File: src/hdl/acb_pkg.sv
package acb_pkg;
	// Register addresses on the internal register port
	localparam logic [7:0] ADDR_FILT_RST = 8'h25;
	localparam logic [7:0] ADDR_BASE     = 8'h26;
	localparam logic [7:0] ADDR_STAT     = 8'h27;
	localparam logic [7:0] ADDR_X        = 8'h29;
	localparam logic [7:0] ADDR_Y        = 8'h2B;
	localparam logic [7:0] ADDR_Z        = 8'h2D;
	localparam logic [7:0] ADDR_CFG      = 8'h30;
	localparam logic [7:0] ADDR_SRC      = 8'h31;
	localparam logic [7:0] ADDR_THS      = 8'h32;
	localparam logic [7:0] ADDR_DUR      = 8'h33;

	// Reset values
	localparam logic [7:0] RST_BYTE  = 8'h00;
	localparam logic [6:0] RST_FIELD = 7'h00;
	localparam logic [5:0] RST_EVT   = 6'h00;

	// High-pass mode encodings
	localparam logic [1:0] MODE_NORM_A = 2'h0;
	localparam logic [1:0] MODE_REF    = 2'h1;
	localparam logic [1:0] MODE_NORM_B = 2'h2;

	// Field layout of configuration and source bytes
	localparam int         CFG_AND_BIT = 7;
	localparam logic [7:0] CFG_MASK    = 8'hBF;
	localparam logic [6:0] FIELD_MAX   = 7'h7F;
	localparam logic [6:0] CNT_STEP    = 7'h01;
	localparam logic [5:0] EVT_ALL     = 6'h3F;
	localparam int         EVT_W       = 6;
endpackage

File: src/hdl/acb_axis_stat.sv
`timescale 1ns/1ps
module acb_axis_stat #(
	parameter int W = 8
) (
	// Clock and reset
	input  wire logic         clk_i,
	input  wire logic         rst_i,
	// Sample side
	input  wire logic         new_i,
	input  wire logic [W-1:0] data_i,
	// Host side
	input  wire logic         read_i,
	output logic      [W-1:0] sample_o,
	output logic              ready_o,
	output logic              overrun_o
);
	logic [W-1:0] nxt_sample;
	logic         nxt_ready;
	logic         nxt_overrun;

	// Fresh sample beats a host read in the same cycle
	always_comb begin
		nxt_sample  = new_i ? data_i : sample_o;
		nxt_ready   = new_i | (ready_o & ~read_i);
		// A read in the same cycle took the old value, so no overrun
		nxt_overrun = (new_i & ready_o & ~read_i) | (overrun_o & ~read_i);
	end

	// Flags start clear
	always_ff @(posedge clk_i or posedge rst_i) begin
		if (rst_i) begin
			sample_o  <= '0;
			ready_o   <= 1'b0;
			overrun_o <= 1'b0;
		end else begin
			sample_o  <= nxt_sample;
			ready_o   <= nxt_ready;
			overrun_o <= nxt_overrun;
		end
	end
endmodule

File: src/hdl/acb_axis_cmp.sv
`timescale 1ns/1ps
module acb_axis_cmp #(
	parameter int W  = 8,
	parameter int TW = 7
) (
	// Sample and threshold
	input  wire logic [W-1:0]  sample_i,
	input  wire logic [TW-1:0] level_i,
	// Raw comparison results
	output logic               high_o,
	output logic               low_o
);
	logic signed [W-1:0] level_s;

	// Threshold is a positive figure against a signed sample
	always_comb begin
		level_s = $signed({{(W-TW){1'b0}}, level_i});
		high_o  = $signed(sample_i) > level_s;
		low_o   = $signed(sample_i) < level_s;
	end
endmodule

File: src/hdl/acb_accel_status.sv
// How it works
// - Mode 01 with filter on uses the baseline byte as filter reference.
// - Filter counts as on when any of three enable bits is one.
// - Combined ready flag is one when X, Y and Z all hold new data.
// - Each axis ready flag sets when a new sample lands in its register.
// - Combined overrun sets when a new sample hits an unread complete set.
// - Each axis overrun sets when a new sample replaces an unread one.
// - All eight status flags reset to zero.
// - X, Y and Z samples read as two's complement bytes at own addresses.
// - Enabled high event fires when an axis exceeds the threshold.
// - Enabled low event fires when an axis falls below the threshold.
// - Enabled events combine by OR when mode bit is zero, AND when one.
// - Active flag in source byte sets once an event is recognised.
// - Each axis high and low event has its own source flag.
// - Source byte is read-only; host writes to it are ignored.
// - Reading the source byte clears the active flag and the pin.
// - When latched, source contents hold until read, refresh only after.
// - Seven-bit threshold field, reset zero, compared with each axis.
// - Event recognised only after lasting the seven-bit hold count.
// - Mode 01 is reference filtering; 00 and 10 reset by dummy read.
// - Latch bit one latches requests until read; zero does not latch; here the active flag and pin still hold until read.
`timescale 1ns/1ps
module acb_accel_status #(
	parameter int W = 8
) (
	// Clock and reset
	input  wire logic         clk_i,
	input  wire logic         rst_i,
	// Register port
	input  wire logic [7:0]   reg_addr_i,
	input  wire logic         reg_wr_i,
	input  wire logic         reg_rd_i,
	input  wire logic [7:0]   reg_wdata_i,
	output logic      [7:0]   reg_rdata_o,
	output logic              reg_rvalid_o,
	// Samples from the converter
	input  wire logic         x_new_i,
	input  wire logic [W-1:0] x_data_i,
	input  wire logic         y_new_i,
	input  wire logic [W-1:0] y_data_i,
	input  wire logic         z_new_i,
	input  wire logic [W-1:0] z_data_i,
	input  wire logic         rate_tick_i,
	// Control bits held elsewhere
	input  wire logic         filtered_data_select_i,
	input  wire logic         filter_on_path_one_i,
	input  wire logic         filter_on_path_two_i,
	input  wire logic [1:0]   highpass_mode_sel_i,
	input  wire logic         latch_first_request_i,
	// Filter and interrupt outputs
	output logic      [7:0]   baseline_value_o,
	output logic              filter_on_o,
	output logic              use_baseline_o,
	output logic              filter_clear_o,
	output logic              first_event_irq_o
);
	logic [W-1:0] x_sample, y_sample, z_sample;
	logic         x_ready, y_ready, z_ready;
	logic         x_overrun, y_overrun, z_overrun;
	logic         all_ready;
	logic         all_overrun_ff, nxt_all_overrun;
	logic [5:0]   ev_raw, ev_en;
	logic         cond, recognized;
	logic         src_rd, x_rd, y_rd, z_rd;
	logic [7:0]   cfg_ff, nxt_cfg;
	logic [6:0]   ths_ff, nxt_ths;
	logic [6:0]   dur_ff, nxt_dur;
	logic [6:0]   hold_cnt_ff, nxt_hold_cnt;
	logic [5:0]   src_flags_ff, nxt_src_flags;
	logic         act_ff, nxt_act;
	logic [7:0]   nxt_base;
	logic [7:0]   rd_mux, nxt_rdata;
	logic         nxt_filt_on, nxt_use_base, nxt_filt_clr;

	// Read strobes that carry side effects
	assign x_rd   = reg_rd_i && reg_addr_i == acb_pkg::ADDR_X;
	assign y_rd   = reg_rd_i && reg_addr_i == acb_pkg::ADDR_Y;
	assign z_rd   = reg_rd_i && reg_addr_i == acb_pkg::ADDR_Z;
	assign src_rd = reg_rd_i && reg_addr_i == acb_pkg::ADDR_SRC;

	// Per-axis sample, ready and overrun
	acb_axis_stat #(.W(W)) u_x_stat (
		.clk_i     (clk_i),
		.rst_i     (rst_i),
		.new_i     (x_new_i),
		.data_i    (x_data_i),
		.read_i    (x_rd),
		.sample_o  (x_sample),
		.ready_o   (x_ready),
		.overrun_o (x_overrun)
	);
	acb_axis_stat #(.W(W)) u_y_stat (
		.clk_i     (clk_i),
		.rst_i     (rst_i),
		.new_i     (y_new_i),
		.data_i    (y_data_i),
		.read_i    (y_rd),
		.sample_o  (y_sample),
		.ready_o   (y_ready),
		.overrun_o (y_overrun)
	);
	acb_axis_stat #(.W(W)) u_z_stat (
		.clk_i     (clk_i),
		.rst_i     (rst_i),
		.new_i     (z_new_i),
		.data_i    (z_data_i),
		.read_i    (z_rd),
		.sample_o  (z_sample),
		.ready_o   (z_ready),
		.overrun_o (z_overrun)
	);

	// Threshold comparators, bit order matches the config enables
	acb_axis_cmp #(.W(W), .TW(7)) u_x_cmp (
		.sample_i (x_sample),
		.level_i  (ths_ff),
		.high_o   (ev_raw[1]),
		.low_o    (ev_raw[0])
	);
	acb_axis_cmp #(.W(W), .TW(7)) u_y_cmp (
		.sample_i (y_sample),
		.level_i  (ths_ff),
		.high_o   (ev_raw[3]),
		.low_o    (ev_raw[2])
	);
	acb_axis_cmp #(.W(W), .TW(7)) u_z_cmp (
		.sample_i (z_sample),
		.level_i  (ths_ff),
		.high_o   (ev_raw[5]),
		.low_o    (ev_raw[4])
	);

	// Combined status; overrun stays until every axis has been read
	always_comb begin
		all_ready       = x_ready & y_ready & z_ready;
		nxt_all_overrun = ((x_new_i | y_new_i | z_new_i) & all_ready)
			| (all_overrun_ff & (x_ready | y_ready | z_ready));
	end

	// Event combination and hold counter
	always_comb begin
		ev_en = ev_raw & cfg_ff[5:0];
		if (cfg_ff[acb_pkg::CFG_AND_BIT]) begin
			// AND mode needs at least one enable or it would always fire
			cond = (cfg_ff[5:0] != acb_pkg::RST_EVT)
				&& ((ev_raw | ~cfg_ff[5:0]) == acb_pkg::EVT_ALL);
		end else begin
			cond = |ev_en;
		end
		if (!cond) begin
			nxt_hold_cnt = acb_pkg::RST_FIELD;
		end else if (rate_tick_i && hold_cnt_ff != acb_pkg::FIELD_MAX) begin
			nxt_hold_cnt = hold_cnt_ff + acb_pkg::CNT_STEP;
		end else begin
			nxt_hold_cnt = hold_cnt_ff;
		end
		recognized = cond && (hold_cnt_ff >= dur_ff);
	end

	// Source byte update; a new event wins over the clearing read
	always_comb begin
		nxt_src_flags = src_flags_ff;
		nxt_act       = act_ff;
		if (src_rd) begin
			nxt_act = 1'b0;
		end
		if (!latch_first_request_i) begin
			// Unlatched: flags follow the live condition
			nxt_src_flags = recognized ? ev_en : acb_pkg::RST_EVT;
			if (recognized) begin
				nxt_act = 1'b1;
			end
		end else if (recognized && (!act_ff || src_rd)) begin
			nxt_src_flags = ev_en;
			nxt_act       = 1'b1;
		end else if (src_rd) begin
			nxt_src_flags = acb_pkg::RST_EVT;
		end
	end

	// Host writes; source, status and samples have no write path
	always_comb begin
		nxt_base = baseline_value_o;
		nxt_cfg  = cfg_ff;
		nxt_ths  = ths_ff;
		nxt_dur  = dur_ff;
		if (reg_wr_i) begin
			case (reg_addr_i)
				acb_pkg::ADDR_BASE: begin
					nxt_base = reg_wdata_i;
				end
				acb_pkg::ADDR_CFG: begin
					nxt_cfg = reg_wdata_i & acb_pkg::CFG_MASK;
				end
				acb_pkg::ADDR_THS: begin
					nxt_ths = reg_wdata_i[6:0];
				end
				acb_pkg::ADDR_DUR: begin
					nxt_dur = reg_wdata_i[6:0];
				end
				default: begin
					nxt_base = baseline_value_o;
				end
			endcase
		end
	end

	// Read mux; unmapped addresses read zero
	always_comb begin
		case (reg_addr_i)
			acb_pkg::ADDR_BASE: rd_mux = baseline_value_o;
			acb_pkg::ADDR_STAT: rd_mux = {all_overrun_ff, z_overrun, y_overrun,
				x_overrun, all_ready, z_ready, y_ready, x_ready};
			acb_pkg::ADDR_X:    rd_mux = x_sample;
			acb_pkg::ADDR_Y:    rd_mux = y_sample;
			acb_pkg::ADDR_Z:    rd_mux = z_sample;
			acb_pkg::ADDR_CFG:  rd_mux = cfg_ff;
			acb_pkg::ADDR_SRC:  rd_mux = {1'b0, act_ff, src_flags_ff};
			acb_pkg::ADDR_THS:  rd_mux = {1'b0, ths_ff};
			acb_pkg::ADDR_DUR:  rd_mux = {1'b0, dur_ff};
			default:            rd_mux = acb_pkg::RST_BYTE;
		endcase
		nxt_rdata = reg_rd_i ? rd_mux : reg_rdata_o;
	end

	// Filter steering; mode 11 is undefined and does nothing
	always_comb begin
		nxt_filt_on  = filtered_data_select_i | filter_on_path_one_i
			| filter_on_path_two_i;
		nxt_use_base = nxt_filt_on
			&& highpass_mode_sel_i == acb_pkg::MODE_REF;
		nxt_filt_clr = reg_rd_i && reg_addr_i == acb_pkg::ADDR_FILT_RST
			&& nxt_filt_on
			&& (highpass_mode_sel_i == acb_pkg::MODE_NORM_A
			|| highpass_mode_sel_i == acb_pkg::MODE_NORM_B);
	end

	// All state registers
	always_ff @(posedge clk_i or posedge rst_i) begin
		if (rst_i) begin
			all_overrun_ff    <= 1'b0;
			cfg_ff            <= acb_pkg::RST_BYTE;
			ths_ff            <= acb_pkg::RST_FIELD;
			dur_ff            <= acb_pkg::RST_FIELD;
			hold_cnt_ff       <= acb_pkg::RST_FIELD;
			src_flags_ff      <= acb_pkg::RST_EVT;
			act_ff            <= 1'b0;
			first_event_irq_o <= 1'b0;
			baseline_value_o  <= acb_pkg::RST_BYTE;
			reg_rdata_o       <= acb_pkg::RST_BYTE;
			reg_rvalid_o      <= 1'b0;
			filter_on_o       <= 1'b0;
			use_baseline_o    <= 1'b0;
			filter_clear_o    <= 1'b0;
		end else begin
			all_overrun_ff    <= nxt_all_overrun;
			cfg_ff            <= nxt_cfg;
			ths_ff            <= nxt_ths;
			dur_ff            <= nxt_dur;
			hold_cnt_ff       <= nxt_hold_cnt;
			src_flags_ff      <= nxt_src_flags;
			act_ff            <= nxt_act;
			first_event_irq_o <= nxt_act;
			baseline_value_o  <= nxt_base;
			reg_rdata_o       <= nxt_rdata;
			reg_rvalid_o      <= reg_rd_i;
			filter_on_o       <= nxt_filt_on;
			use_baseline_o    <= nxt_use_base;
			filter_clear_o    <= nxt_filt_clr;
		end
	end
endmodule

File: config.mk
export PLATFORM = sky130hd
export DESIGN_NAME = acb_accel_status
export DESIGN_NICKNAME = d
export VERILOG_FILES = /design/src/hdl/acb_pkg.sv /design/src/hdl/acb_axis_stat.sv /design/src/hdl/acb_axis_cmp.sv /design/src/hdl/acb_accel_status.sv
export SDC_FILE = /design/constraint.sdc
export NUM_CORES = 1
export LEC_CHECK = 0
export ABC_CLOCK_PERIOD_IN_PS = 3600
export BUFFER_PORTS_ARGS = -buffer_cell sky130_fd_sc_hd__clkbuf_2
export CORE_ASPECT_RATIO = 2
export CORE_MARGIN = 3
export CORE_UTILIZATION = 55
export DETAILED_ROUTE_END_ITERATION = 12
export PLACE_DENSITY = 0.76
export SLEW_MARGIN = 20
export SYNTH_ARGS = -nofsm -noshare
export SYNTH_HDL_FRONTEND = slang
export SYNTH_SLANG_ARGS = --single-unit
File: constraint.sdc
create_clock -name clk_i -period 3.6 [get_ports clk_i]
set_input_delay 0 -clock clk_i [delete_from_list [all_inputs] [get_ports clk_i]]
set_output_delay 0 -clock clk_i [all_outputs]
set_load 0.01 [all_outputs]
# Word level (Yosys, flattened, before mapping)
# Index checks and enable logic that the tools add are counted.
[word_totals] ff_bits=86 elab_cells=115 out_inout_bits=21
[classes] add_sub_neg=1 n_lt_le_gt_ge=7 reduce_logical=22 n_eq_ne=16 n_bitwise=35 muxes=12
[op_table] cell="$eq A8 B6 Y1 const B" n=10
[op_table] cell="$pmux W8 S9" n=1
[op_table] cell="$gt A8 B8 Y1" n=3
[op_table] cell="$lt A8 B8 Y1" n=3
[op_table] cell="$mux W6" n=4
[op_table] cell="$and A1 B1 Y1" n=16
[op_table] cell="$mux W7" n=2
[op_table] cell="$or A1 B1 Y1" n=13
[op_table] cell="$logic_and A1 B1 Y1" n=12
[op_table] cell="$reduce_and A2 Y1" n=4
[op_table] cell="$add A7 B1 Y7 const B" n=1
[op_table] cell="$ge A7 B7 Y1" n=1
[op_table] cell="$ne A7 B7 Y1 const B" n=1
[op_table] cell="$and A6 B6 Y6" n=1
[op_table] cell="$eq A6 B6 Y1 const B" n=1
[op_table] cell="$not A6 Y6" n=1
[op_table] cell="$or A6 B6 Y6" n=1
[op_table] cell="$reduce_bool A6 Y1" n=1
[op_table] cell="$reduce_or A6 Y1" n=1
[op_table] cell="$mux W1" n=5
[op_table] cell="$ne A3 B1 Y1 const B" n=1
[op_table] cell="$not A1 Y1" n=3
[op_table] cell="$eq A2 B1 Y1 const B" n=1
[op_table] cell="$eq A2 B2 Y1 const B" n=1
[op_table] cell="other kinds (4)" n=5

# Logic depth before layout (Yosys ltp)
# Gate-level depths: netlist (run 1).
[logic_depth] depth_word=9 mapped_depth=10 depth_no_buf=10

# Cells and area by module
# Synthesis (run 1) repeated with hierarchy kept, for this count alone.
[hier_totals] hier_cells=416 area_unflattened_um2=4898.4
[modules_own_cells] mod="acb_accel_status" instances=1 cells_per_inst=266 area_per_inst_um2=3123.0
[modules_own_cells] mod="acb_axis_stat" instances=3 cells_per_inst=24 area_per_inst_um2=406.6
[modules_own_cells] mod="acb_axis_cmp" instances=3 cells_per_inst=26 area_per_inst_um2=185.2

# Least setup slack after synthesis (run 1)
# OpenSTA, ideal clock, no wires.
[synth_path] path_type="register to register" startpoint="reg ths_ff[5]" endpoint="reg src_flags_ff[4]" t_arrival_ns=2.487 path_stages_with_launch=11 setup_time_ns=0.122 synth_period_minus_slack_ns=2.609 path_slack_ns=0.991 required_ns=3.478 cell_sequence="dfrtp_1 > inv_1 > ha_1 > nand4b_4 > or2_2 > a31oi_1 > nor2b_1 > or4b_4 > o2bb2ai_2 > o211a_2 > a32o_1"
[synth_via] elab_chain_len=9
[synth_lines] element="start: declaration" line="acb_accel_status.sv:66" text="logic [6:0] ths_ff, nxt_ths;"
[synth_lines] element="start signal: assignment" line="acb_accel_status.sv:243" text="ths_ff <= acb_pkg::RST_FIELD;"
[synth_lines] element="start signal: assignment" line="acb_accel_status.sv:258" text="ths_ff <= nxt_ths;"
[synth_lines] element="$lt A8 B8 Y1 or $gt A8 B8 Y1 (tied branches)" line="acb_axis_cmp.sv:19, acb_axis_cmp.sv:18"
[synth_lines] element="$or A6 B6 Y6" line="acb_accel_status.sv:146" text="&& ((ev_raw | ~cfg_ff[5:0]) == acb_pkg::EVT_ALL);"
[synth_lines] element="$eq A6 B6 Y1" line="acb_accel_status.sv:146"
[synth_lines] element="$logic_and A1 B1 Y1" line="acb_accel_status.sv:146"
[synth_lines] element="$mux W1" line="acb_accel_status.sv:143" text="if (cfg_ff[acb_pkg::CFG_AND_BIT]) begin"
[synth_lines] element="$logic_and A1 B1 Y1" line="acb_accel_status.sv:157" text="recognized = cond && (hold_cnt_ff >= dur_ff);"
[synth_lines] element="$logic_and A1 B1 Y1" line="acb_accel_status.sv:173" text="end else if (recognized && (!act_ff || src_rd)) begin"
[synth_lines] element="$mux W6" line="acb_accel_status.sv:173"
[synth_lines] element="$mux W6" line="acb_accel_status.sv:167" text="if (!latch_first_request_i) begin"
[synth_lines] element="end signal: assignment" line="acb_accel_status.sv:246" text="src_flags_ff <= acb_pkg::RST_EVT;"
[synth_lines] element="end signal: assignment" line="acb_accel_status.sv:261" text="src_flags_ff <= nxt_src_flags;"
[synth_lines] element="end: declaration" line="acb_accel_status.sv:69" text="logic [5:0] src_flags_ff, nxt_src_flags;"
# Parallel ways exist; a longest one is shown, timed or not.
# A chain may end at the register's enable or synchronous reset.

# Worst setup path after layout (run 1)
[layout_path] startpoint="reg ths_ff[1]" endpoint="reg src_flags_ff[4]"
# The elaborated chain is that of the path after synthesis.

==> results summary, run 1 <==
The run finished with clean final reports. The worst max-slew margin expressed relative to the limit is about 45%. The core footprint came out at 0.00835 mm².

TritonCTS built the clock tree. The via-per-instance ratio is about 6.2. The time the final worst path needs with I/O delays and setup is 3030 ps. The number of rows in the core area came out at 47. IR analysis of the VDD net gives a maximum drop of 0.313 mV. The congestion estimate from routability-driven global placement came to 0.927. The remaining number of nets flagged by the antenna check after routing is 0.

The number of fill cells in the layout is approximately 620. Setup repair after global routing left no endpoint under its margin. The clock network latency to the later pin of the worst-skew pair is 340 ps. The via count of the first global-routing pass is 4113.

The area added between synthesis and finish came out at 24.3%. The data required time at the worst endpoint came out at 3830 ps. The post-synthesis share of cell area spent on xor and xnor gates came out at 0.914%. STA puts the critical path data arrival time at about 3300 ps.

For the final routed database, the setup TNS stands at 0 ps. The number of nets handed over by synthesis was ~510. The die outline area is 0.00993 mm². The initial standard-cell utilization of the core is 57.4%. Max-cap violations in this run came to 0.

The measured slew at the worst slew-check pin came out at 830 ps. The synthesized-area fraction occupied by ao, oa, aoi and oai cells came out at 14.0%. In the finished design, the share of the clock period the worst path needs comes to 84.0%.

Sequential elements use ~45% of the synthesized area. The number of synthesized flops with an enable pin came out at 0. The number of antenna violations at the first check in global routing came out at 0. The detailed router placed 3998 vias in this run. The total power divided by cell area came out at 393 mW/mm².

Summing the areas of all and, or, nand and nor instances in the mapped netlist gives between 10% and 20% of the synthesized area. The first detailed-routing pass took 7 iterations. The highest clock frequency the design can meet is between 300 and 400 MHz. The number of primary I/O pins is 75. The path class of the tightest hold or removal check is in2reg.

The final-report max-slew violation count is 0. The number of endpoints failing setup at the final stage came out at 0. The netlist uses 62 different library cells. The proportion of synthesized flip-flops having asynchronous set or reset came out at 100%. The number of clock sinks is 86.

After synthesis, the largest family of logic cells by area is multiplexers. The post-synthesis sequential element count is 86. The post-layout net count came out at 631. In the synthesized netlist the dominant register cell turns out to be sky130_fd_sc_hd__dfrtp_1. The number of H-tree branching levels came out at 3. The adder-cell area share of the yosys netlist came out at 7.58%. The wire length per cell after detailed routing is a little over 20 µm. Post-CTS repair changed the size of 0 cells. Measured on the finished design, the core utilization comes to 71.3%.

Of the cells placed in the final design, the portion with a size suffix greater than 1 is 29.9%. The DRC violation count after routing is 0. The first-pass GRT wire length is 20900 µm.

Clock-pin slew was measured on the worst setup and hold paths at 60 ps. The multiplexer share of the synthesized area is 15.6%. Entering global routing, the biggest net connects 49 pins. The worst setup path is launched from a register. By startpoint and endpoint, the worst setup path is classified as reg2reg. CTS placed an instance of sky130_fd_sc_hd__clkbuf_16 at the clock tree root. The clock skew is 5.85 ps. In this run the deepest clock path goes through 2 buffers. The per-instance average area after synthesis came out at 11.1 µm². The die span in x is a little over 70 µm.

The antenna cell count came out at 0. The hold violation total from the final report came out at 0. In this run the register-to-register setup slack is 570 ps. Measured along the y axis, the die boundary spans 138 µm.

Once detailed placement completed, the half-perimeter wirelength came to between 10000 and 15000 µm. The overall fraction of global-route tracks in use came out at between 20 and 30%. The cell leakage power is 2.76 nW.

The worst setup path is captured at a register. The gate count of the mapped netlist is approximately 430. The total detailed-routing wirelength came out at 13400 µm.

The count of yosys warnings during synthesis is 0. In this run, the number of DRC markers left after iteration 0 of detailed routing was 323. The global route total overflow is 0. The port buffer count is 74. The synthesized area is about 0.0048 mm². The top fanout value on the critical path is 6. The TritonCTS buffer count is 9.
final cells by class:
class | instances | area (µm²) | area share (%)
Multi-Input combinational cell | 296 | 2450 | 41.2
Sequential cell | 86 | 2150 | 36.1
Timing Repair Buffer | 117 | 793 | 13.3
Clock buffer | 10 | 229 | 3.85
Inverter | 38 | 144 | 2.42
Tap cell | 98 | 123 | 2.06
Clock inverter | 5 | 60.1 | 1.01
Yosys cell counts, types with 3 or more instances:
library cell	number	area [µm²]
sky130_fd_sc_hd__dfrtp_1	86	2150
sky130_fd_sc_hd__mux2_2	51	574
sky130_fd_sc_hd__nand2_1	39	146
sky130_fd_sc_hd__inv_1	38	143
sky130_fd_sc_hd__ha_1	29	363
sky130_fd_sc_hd__o21ai_0	27	135
sky130_fd_sc_hd__nor2_1	18	67.6
sky130_fd_sc_hd__a21oi_1	10	50.1
sky130_fd_sc_hd__clkbuf_1	9	33.8
sky130_fd_sc_hd__nand4_1	9	56.3
sky130_fd_sc_hd__nor2b_1	8	50.1
sky130_fd_sc_hd__a22o_1	7	61.3
sky130_fd_sc_hd__a22oi_1	7	52.6
sky130_fd_sc_hd__mux4_2	6	135
sky130_fd_sc_hd__a21o_1	5	37.5
sky130_fd_sc_hd__a222oi_1	5	50.1
sky130_fd_sc_hd__nand3_1	5	25.0
sky130_fd_sc_hd__nand3b_1	5	37.5
sky130_fd_sc_hd__and4_1	4	35.0
sky130_fd_sc_hd__mux2i_1	4	40.0
sky130_fd_sc_hd__a211o_1	3	26.3
sky130_fd_sc_hd__a31oi_1	3	18.8
sky130_fd_sc_hd__nor3b_1	3	22.5
sky130_fd_sc_hd__nor4_1	3	18.8
sky130_fd_sc_hd__xor2_1	3	26.3
timing repair:
action / 4_1_cts / 5_1_grt
endpoints found under the hold margin: 105 / 0
setup buffers: 0 / 0
hold buffers: 40 / 0
worst paths after layout:
kind	from	end	cells after the start
max	ths_ff[1]$_DFFE_PP0P_	src_flags_ff[4]$_DFFE_PP0P_	10
min in group asynchronous	rst_i	u_x_stat.sample_o[7]$_DFFE_PP0P_	3
min	filtered_data_select_i	filter_clear_o$_DFF_PP0_	3
max in group asynchronous	rst_i	src_flags_ff[0]$_DFFE_PP0P_	4
max reg2reg	ths_ff[1]$_DFFE_PP0P_	src_flags_ff[4]$_DFFE_PP0P_	10
min reg2reg	src_flags_ff[3]$_DFFE_PP0P_	src_flags_ff[3]$_DFFE_PP0P_	1
power breakdown:
group          internal, W  total, W  switching [W]
registers          0.00101   0.00107      0.0000520
clock network     0.000536  0.000914       0.000378
logic             0.000170  0.000362       0.000192
per-layer routing:
layer  vias up  wire [µm]  part of all wire, %  track usage, %
met5         -          0                    0               0
met4         0        842                  6.3            19.5
met3        50        732                  5.5            4.35
met2       182       7200                   54            51.2
met1      1947       4590                   34            29.3
li1       1819          -                    -               -
metrics by stage:
stage	total power, W	area [µm²]	cells	hold slack [ps]	setup WS [ps]
after floorplan	0.00128	4790	431	31.4	991
after global placement	0.00139	5270	595	155	705
after detailed placement	0.00140	5270	595	162	647
after CTS	0.00235	5950	650	13.6	606
after global routing	0.00242	5950	650	61.0	372
final	0.00234	5950	650	23.8	575
worst max-delay path, cell delays in order, from the launching register on:
cell	delay, ps
sky130_fd_sc_hd__dfrtp_1	380
sky130_fd_sc_hd__inv_1	100
sky130_fd_sc_hd__ha_1	330
sky130_fd_sc_hd__nor2b_1	140
sky130_fd_sc_hd__o21ai_0	350
sky130_fd_sc_hd__nand4_1	170
sky130_fd_sc_hd__a41oi_1	290
sky130_fd_sc_hd__or4b_4	510
sky130_fd_sc_hd__o2bb2ai_2	180
sky130_fd_sc_hd__o211a_2	190
sky130_fd_sc_hd__a32o_1	280
cell usage in the layout, fill, tap and decap left out, types with 3 or more instances in the layout:
master,synthesis,layout
sky130_fd_sc_hd__mux2i_1,4,4
sky130_fd_sc_hd__nor4_1,3,3
sky130_fd_sc_hd__a21o_1,5,5
sky130_fd_sc_hd__nor2b_1,8,8
sky130_fd_sc_hd__a22o_1,7,7
sky130_fd_sc_hd__dfrtp_1,86,86
sky130_fd_sc_hd__and4_1,4,4
sky130_fd_sc_hd__clkbuf_16,0,9
sky130_fd_sc_hd__nor2_1,18,18
sky130_fd_sc_hd__dlygate4sd3_1,0,40
sky130_fd_sc_hd__buf_4,0,3
sky130_fd_sc_hd__mux2_2,51,51
sky130_fd_sc_hd__ha_1,29,29
sky130_fd_sc_hd__xor2_1,3,3
sky130_fd_sc_hd__inv_1,38,37
sky130_fd_sc_hd__a211o_1,3,3
sky130_fd_sc_hd__nand2_1,39,39
sky130_fd_sc_hd__nand4_1,9,9
sky130_fd_sc_hd__a222oi_1,5,5
sky130_fd_sc_hd__o21ai_0,27,27
sky130_fd_sc_hd__a21oi_1,10,10
sky130_fd_sc_hd__mux4_2,6,6
sky130_fd_sc_hd__nand3b_1,5,5
sky130_fd_sc_hd__nand3_1,5,5
sky130_fd_sc_hd__nor3b_1,3,3
sky130_fd_sc_hd__a22oi_1,7,7
sky130_fd_sc_hd__clkbuf_2,0,74
sky130_fd_sc_hd__a31oi_1,3,3
flip-flops by register name (all words and copies together), names as in the netlist, 6 cells and up:
signal,cells
hold_cnt_ff,7
src_flags_ff,6
cfg_ff,7
u_z_stat.sample_o,8
dur_ff,7
baseline_value_o,8
ths_ff,7
u_y_stat.sample_o,8
reg_rdata_o,8
u_x_stat.sample_o,8
logic make-up (layout without fill, tap and decap cells):
group                    after synthesis  after routing
flip-flops                            86             86
AND/OR/NAND/NOR                      111            111
AO/OA/AOI/OAI                         90             90
buffers and inverters                 49            170
multiplexers                          61             61
XOR/XNOR                               5              5
adder cells (fa/ha/maj)               29             29
(Power assumes the default switching activity.)
==> run 2: changes to the inputs <==
- ABC_CLOCK_PERIOD_IN_PS: 3600 -> 3000
- clock period: 3.6 -> 3 ns (I/O delays scaled with it)
==> results summary, run 2 (same netlist as run 1, synthesis figures left out) <==
The run finished with clean final reports. The ratio of cells with drive above 1 in the final layout is 31.9% (+2.0 points). The cell family contributing the most delay on the critical path is compound AO/OA/AOI/OAI gates. The time the final worst path needs with I/O delays and setup is 2890 ps (-137 ps). The post-placement cell count is 603 (+1.3%).

The clock skew came out at 5.20 ps (-0.645 ps). TritonCTS built the clock tree. The largest net degree at the start of global routing is 51 (+4.1%). The post-route worst setup slack is 111 ps (-463 ps). The number of buffers and inverters on the critical path is 1 (unchanged). The height of the die is 138 µm (unchanged). The first-iteration detailed-routing DRC count came out at 396 (+23%). The routed via count came out at 4067 (+1.7%). The number of fill cells in the layout came out at 605 (-2.3%). From synthesis to final layout, the design area changed by 28.0%.

The remaining number of nets flagged by the antenna check after routing came out at 0 (unchanged). The first-pass GRT wire length was 21600 µm (+3.3%). The measured slew at the worst slew-check pin was 625 ps (-205 ps).

The clock network latency to the later pin of the worst-skew pair came out at 340 ps (about the same). The worst min-delay path class is in2reg. The initial standard-cell utilization of the core is 57.4% (unchanged). The critical path in this run is classified as reg2reg. The wire length per cell after detailed routing came out at 21.1 µm (+2.8%).

Walking the worst path, the cells encountered are inv_1 > ha_1 > nor2b_1 > o211a_1 > o31ai_4 > mux2i_1 > or4b_4 > o2bb2ai_2 > o211a_2 > a32o_1. The post-layout net count is 641 (+1.6%). The reg-to-reg setup timing slack came out at 110 ps (-460 ps). The number of antenna violations at the first check in global routing came out at 0 (unchanged). Leaving out fill and tap cells, the most frequent cell in the layout is sky130_fd_sc_hd__dfrtp_1.

The root buffer cell chosen for the clock tree is sky130_fd_sc_hd__clkbuf_16. Among all stages on the critical path, the largest delay is contributed by sky130_fd_sc_hd__or4b_4. The number of clock sinks came out at 86 (unchanged). The overall fraction of global-route tracks in use is 29.5% (+1.1 points).

The worst setup path is captured at a register. The number of H-tree branching levels is 3 (unchanged). The antenna cell count came out at 0 (unchanged). The top fanout value on the critical path came out at 6 (unchanged). The data required time at the worst endpoint is 3230 ps (-600 ps). The cell leakage power is 2.85 nW (+3.2%). The highest clock frequency the design can meet is 346 MHz (+4.7%). The total detailed-routing wirelength came out at 13900 µm (+4.3%). The non-filler instance count after layout is 660 (+1.5%). The total power divided by cell area is 505 mW/mm² (+28%). The die span in x is 72.0 µm (unchanged). The number of search-and-repair iterations in the first detailed-routing pass came out at 9 (+2).

The via-per-instance ratio is 6.16 (+0.18%). The peak ir drop on the vdd network is 0.399 mV (+28%). The number of max-cap violations was 0 (unchanged). The worst max-slew margin expressed relative to the limit came to 57.9% (+13 points).

The clock edge transition at the registers on the reported setup and hold paths came out at 60 ps (about the same). The total negative slack is 0 ps (unchanged). The standard cell area after detailed placement came out at 0.00533 mm² (+1.1%). The die outline area is 0.00993 mm² (unchanged). STA classifies the critical path startpoint as a register.

The minimum setup slack after placement came out at 86.4 ps (-560 ps). The library cells used most frequently in the layout, excluding fill and tap cells, are 86 x sky130_fd_sc_hd__dfrtp_1, 74 x sky130_fd_sc_hd__clkbuf_2, 51 x sky130_fd_sc_hd__mux2_2. The post-route clock period utilization came out at 96.3% (+12 points). The final estimated routing congestion in global placement is 0.921 (-0.69%). The worst hold slack after final layout is 36.0 ps (+12.2 ps).

The global route total overflow came to 0 (unchanged). The number of primary I/O pins is 75 (unchanged). The half-perimeter wire length after placement is 10400 µm (+3.0%). The final-report max-slew violation count was 0 (unchanged). The core footprint came out at 0.00835 mm² (unchanged). The TritonCTS buffer count came out at 9 (unchanged).

The largest buffer count on any clock path was 2 (unchanged). The number of rows in the core area was 47 (unchanged). The port buffer count is 74 (unchanged). The critical path arrival is 3120 ps (-130 ps). The via count of the first global-routing pass came out at 4063 (-1.2%). The cell area after layout is 0.00613 mm² (+2.9%). The number of endpoints failing setup at the final stage is 0 (unchanged).

The hold violation total from the final report came out at 0 (unchanged). The delay of the slowest cell on the worst path came to 530 ps (+20 ps). The DRC violation count after routing is 0 (unchanged).
## run 2: cell types whose count changed in the layout (fill, tap and decap cells not counted), sizes merged
cell      previous run  this run
clkinvlp             1         0
clkbuf              84        83
buf                  3        13
clkinv               3         2
bufinv               1         4
## run 2: final cells by class
| type | count | area [µm²] | area share [%] |
|---|---|---|---|
| multi-input cells | 296 | 2480 | 40.5 |
| flip-flops and latches | 86 | 2150 | 35.1 |
| repair buffers | 127 | 868 | 14.2 |
| clock buffers | 9 | 225 | 3.67 |
| inverters | 38 | 144 | 2.35 |
| clock inverters | 6 | 134 | 2.18 |
| well taps | 98 | 123 | 2.00 |
## run 2: worst reg2reg max path: stages, from the launching register on
cell and delay [ps]:
sky130_fd_sc_hd__dfrtp_1 390, sky130_fd_sc_hd__inv_1 160, sky130_fd_sc_hd__ha_1 320, sky130_fd_sc_hd__nor2b_1 180
sky130_fd_sc_hd__o211a_1 170, sky130_fd_sc_hd__o31ai_4 280, sky130_fd_sc_hd__mux2i_1 120, sky130_fd_sc_hd__or4b_4 530
sky130_fd_sc_hd__o2bb2ai_2 170, sky130_fd_sc_hd__o211a_2 190, sky130_fd_sc_hd__a32o_1 270
## run 2: per-stage QoR
| step | power, W | utilization, % |
|---|---|---|
| 3_5_place_dp | 0.00170 | 63.8 |
| 3_3_place_gp | 0.00169 | 63.8 |
| 4_1_cts | 0.00308 | 72.9 |
| 5_1_grt | 0.00319 | 73.4 |
| 6_report | 0.00309 | 73.4 |
| 2_1_floorplan | 0.00153 | - |
## run 2: path summary, 6_finish.rpt
check,depth (start not counted),startpoint,to
worst max-delay path,10,ths_ff[6]$_DFFE_PP0P_,src_flags_ff[4]$_DFFE_PP0P_
worst min-delay path,3,reg_addr_i[2],filter_clear_o$_DFF_PP0_
worst max register to register,10,ths_ff[6]$_DFFE_PP0P_,src_flags_ff[4]$_DFFE_PP0P_
worst min register to register,1,src_flags_ff[4]$_DFFE_PP0P_,src_flags_ff[4]$_DFFE_PP0P_
max in group asynchronous,4,rst_i,ths_ff[4]$_DFFE_PP0P_
min in group asynchronous,4,rst_i,u_x_stat.sample_o[1]$_DFFE_PP0P_
## run 2: layer usage
layer / track usage, % / share of wire (%) / vias to the layer above
li1: - / - / 1845
met4: 21.8 / 6.8 / 0
met3: 4.21 / 5.9 / 60
met1: 31.6 / 34 / 1951
met2: 51.5 / 54 / 211
met5: 0 / 0 / -
## run 2: repair_timing
item | in CTS | in global routing
buffers inserted | 0 | 2
setup endpoints to repair | 0 | 6
hold endpoints to repair | 143 | 0
hold buffers | 40 | 0
resized for setup | 0 | 5
## run 2: power by group
part | total (W) | internal [W] | leakage (nW) | switching [W]
sequential | 0.00128 | 0.00122 | 1.09 | 0.0000628
combinational | 0.000461 | 0.000220 | 1.58 | 0.000241
clock | 0.00135 | 0.000894 | 0.176 | 0.000461
total | 0.00309 | 0.00233 | 2.85 | 0.000764
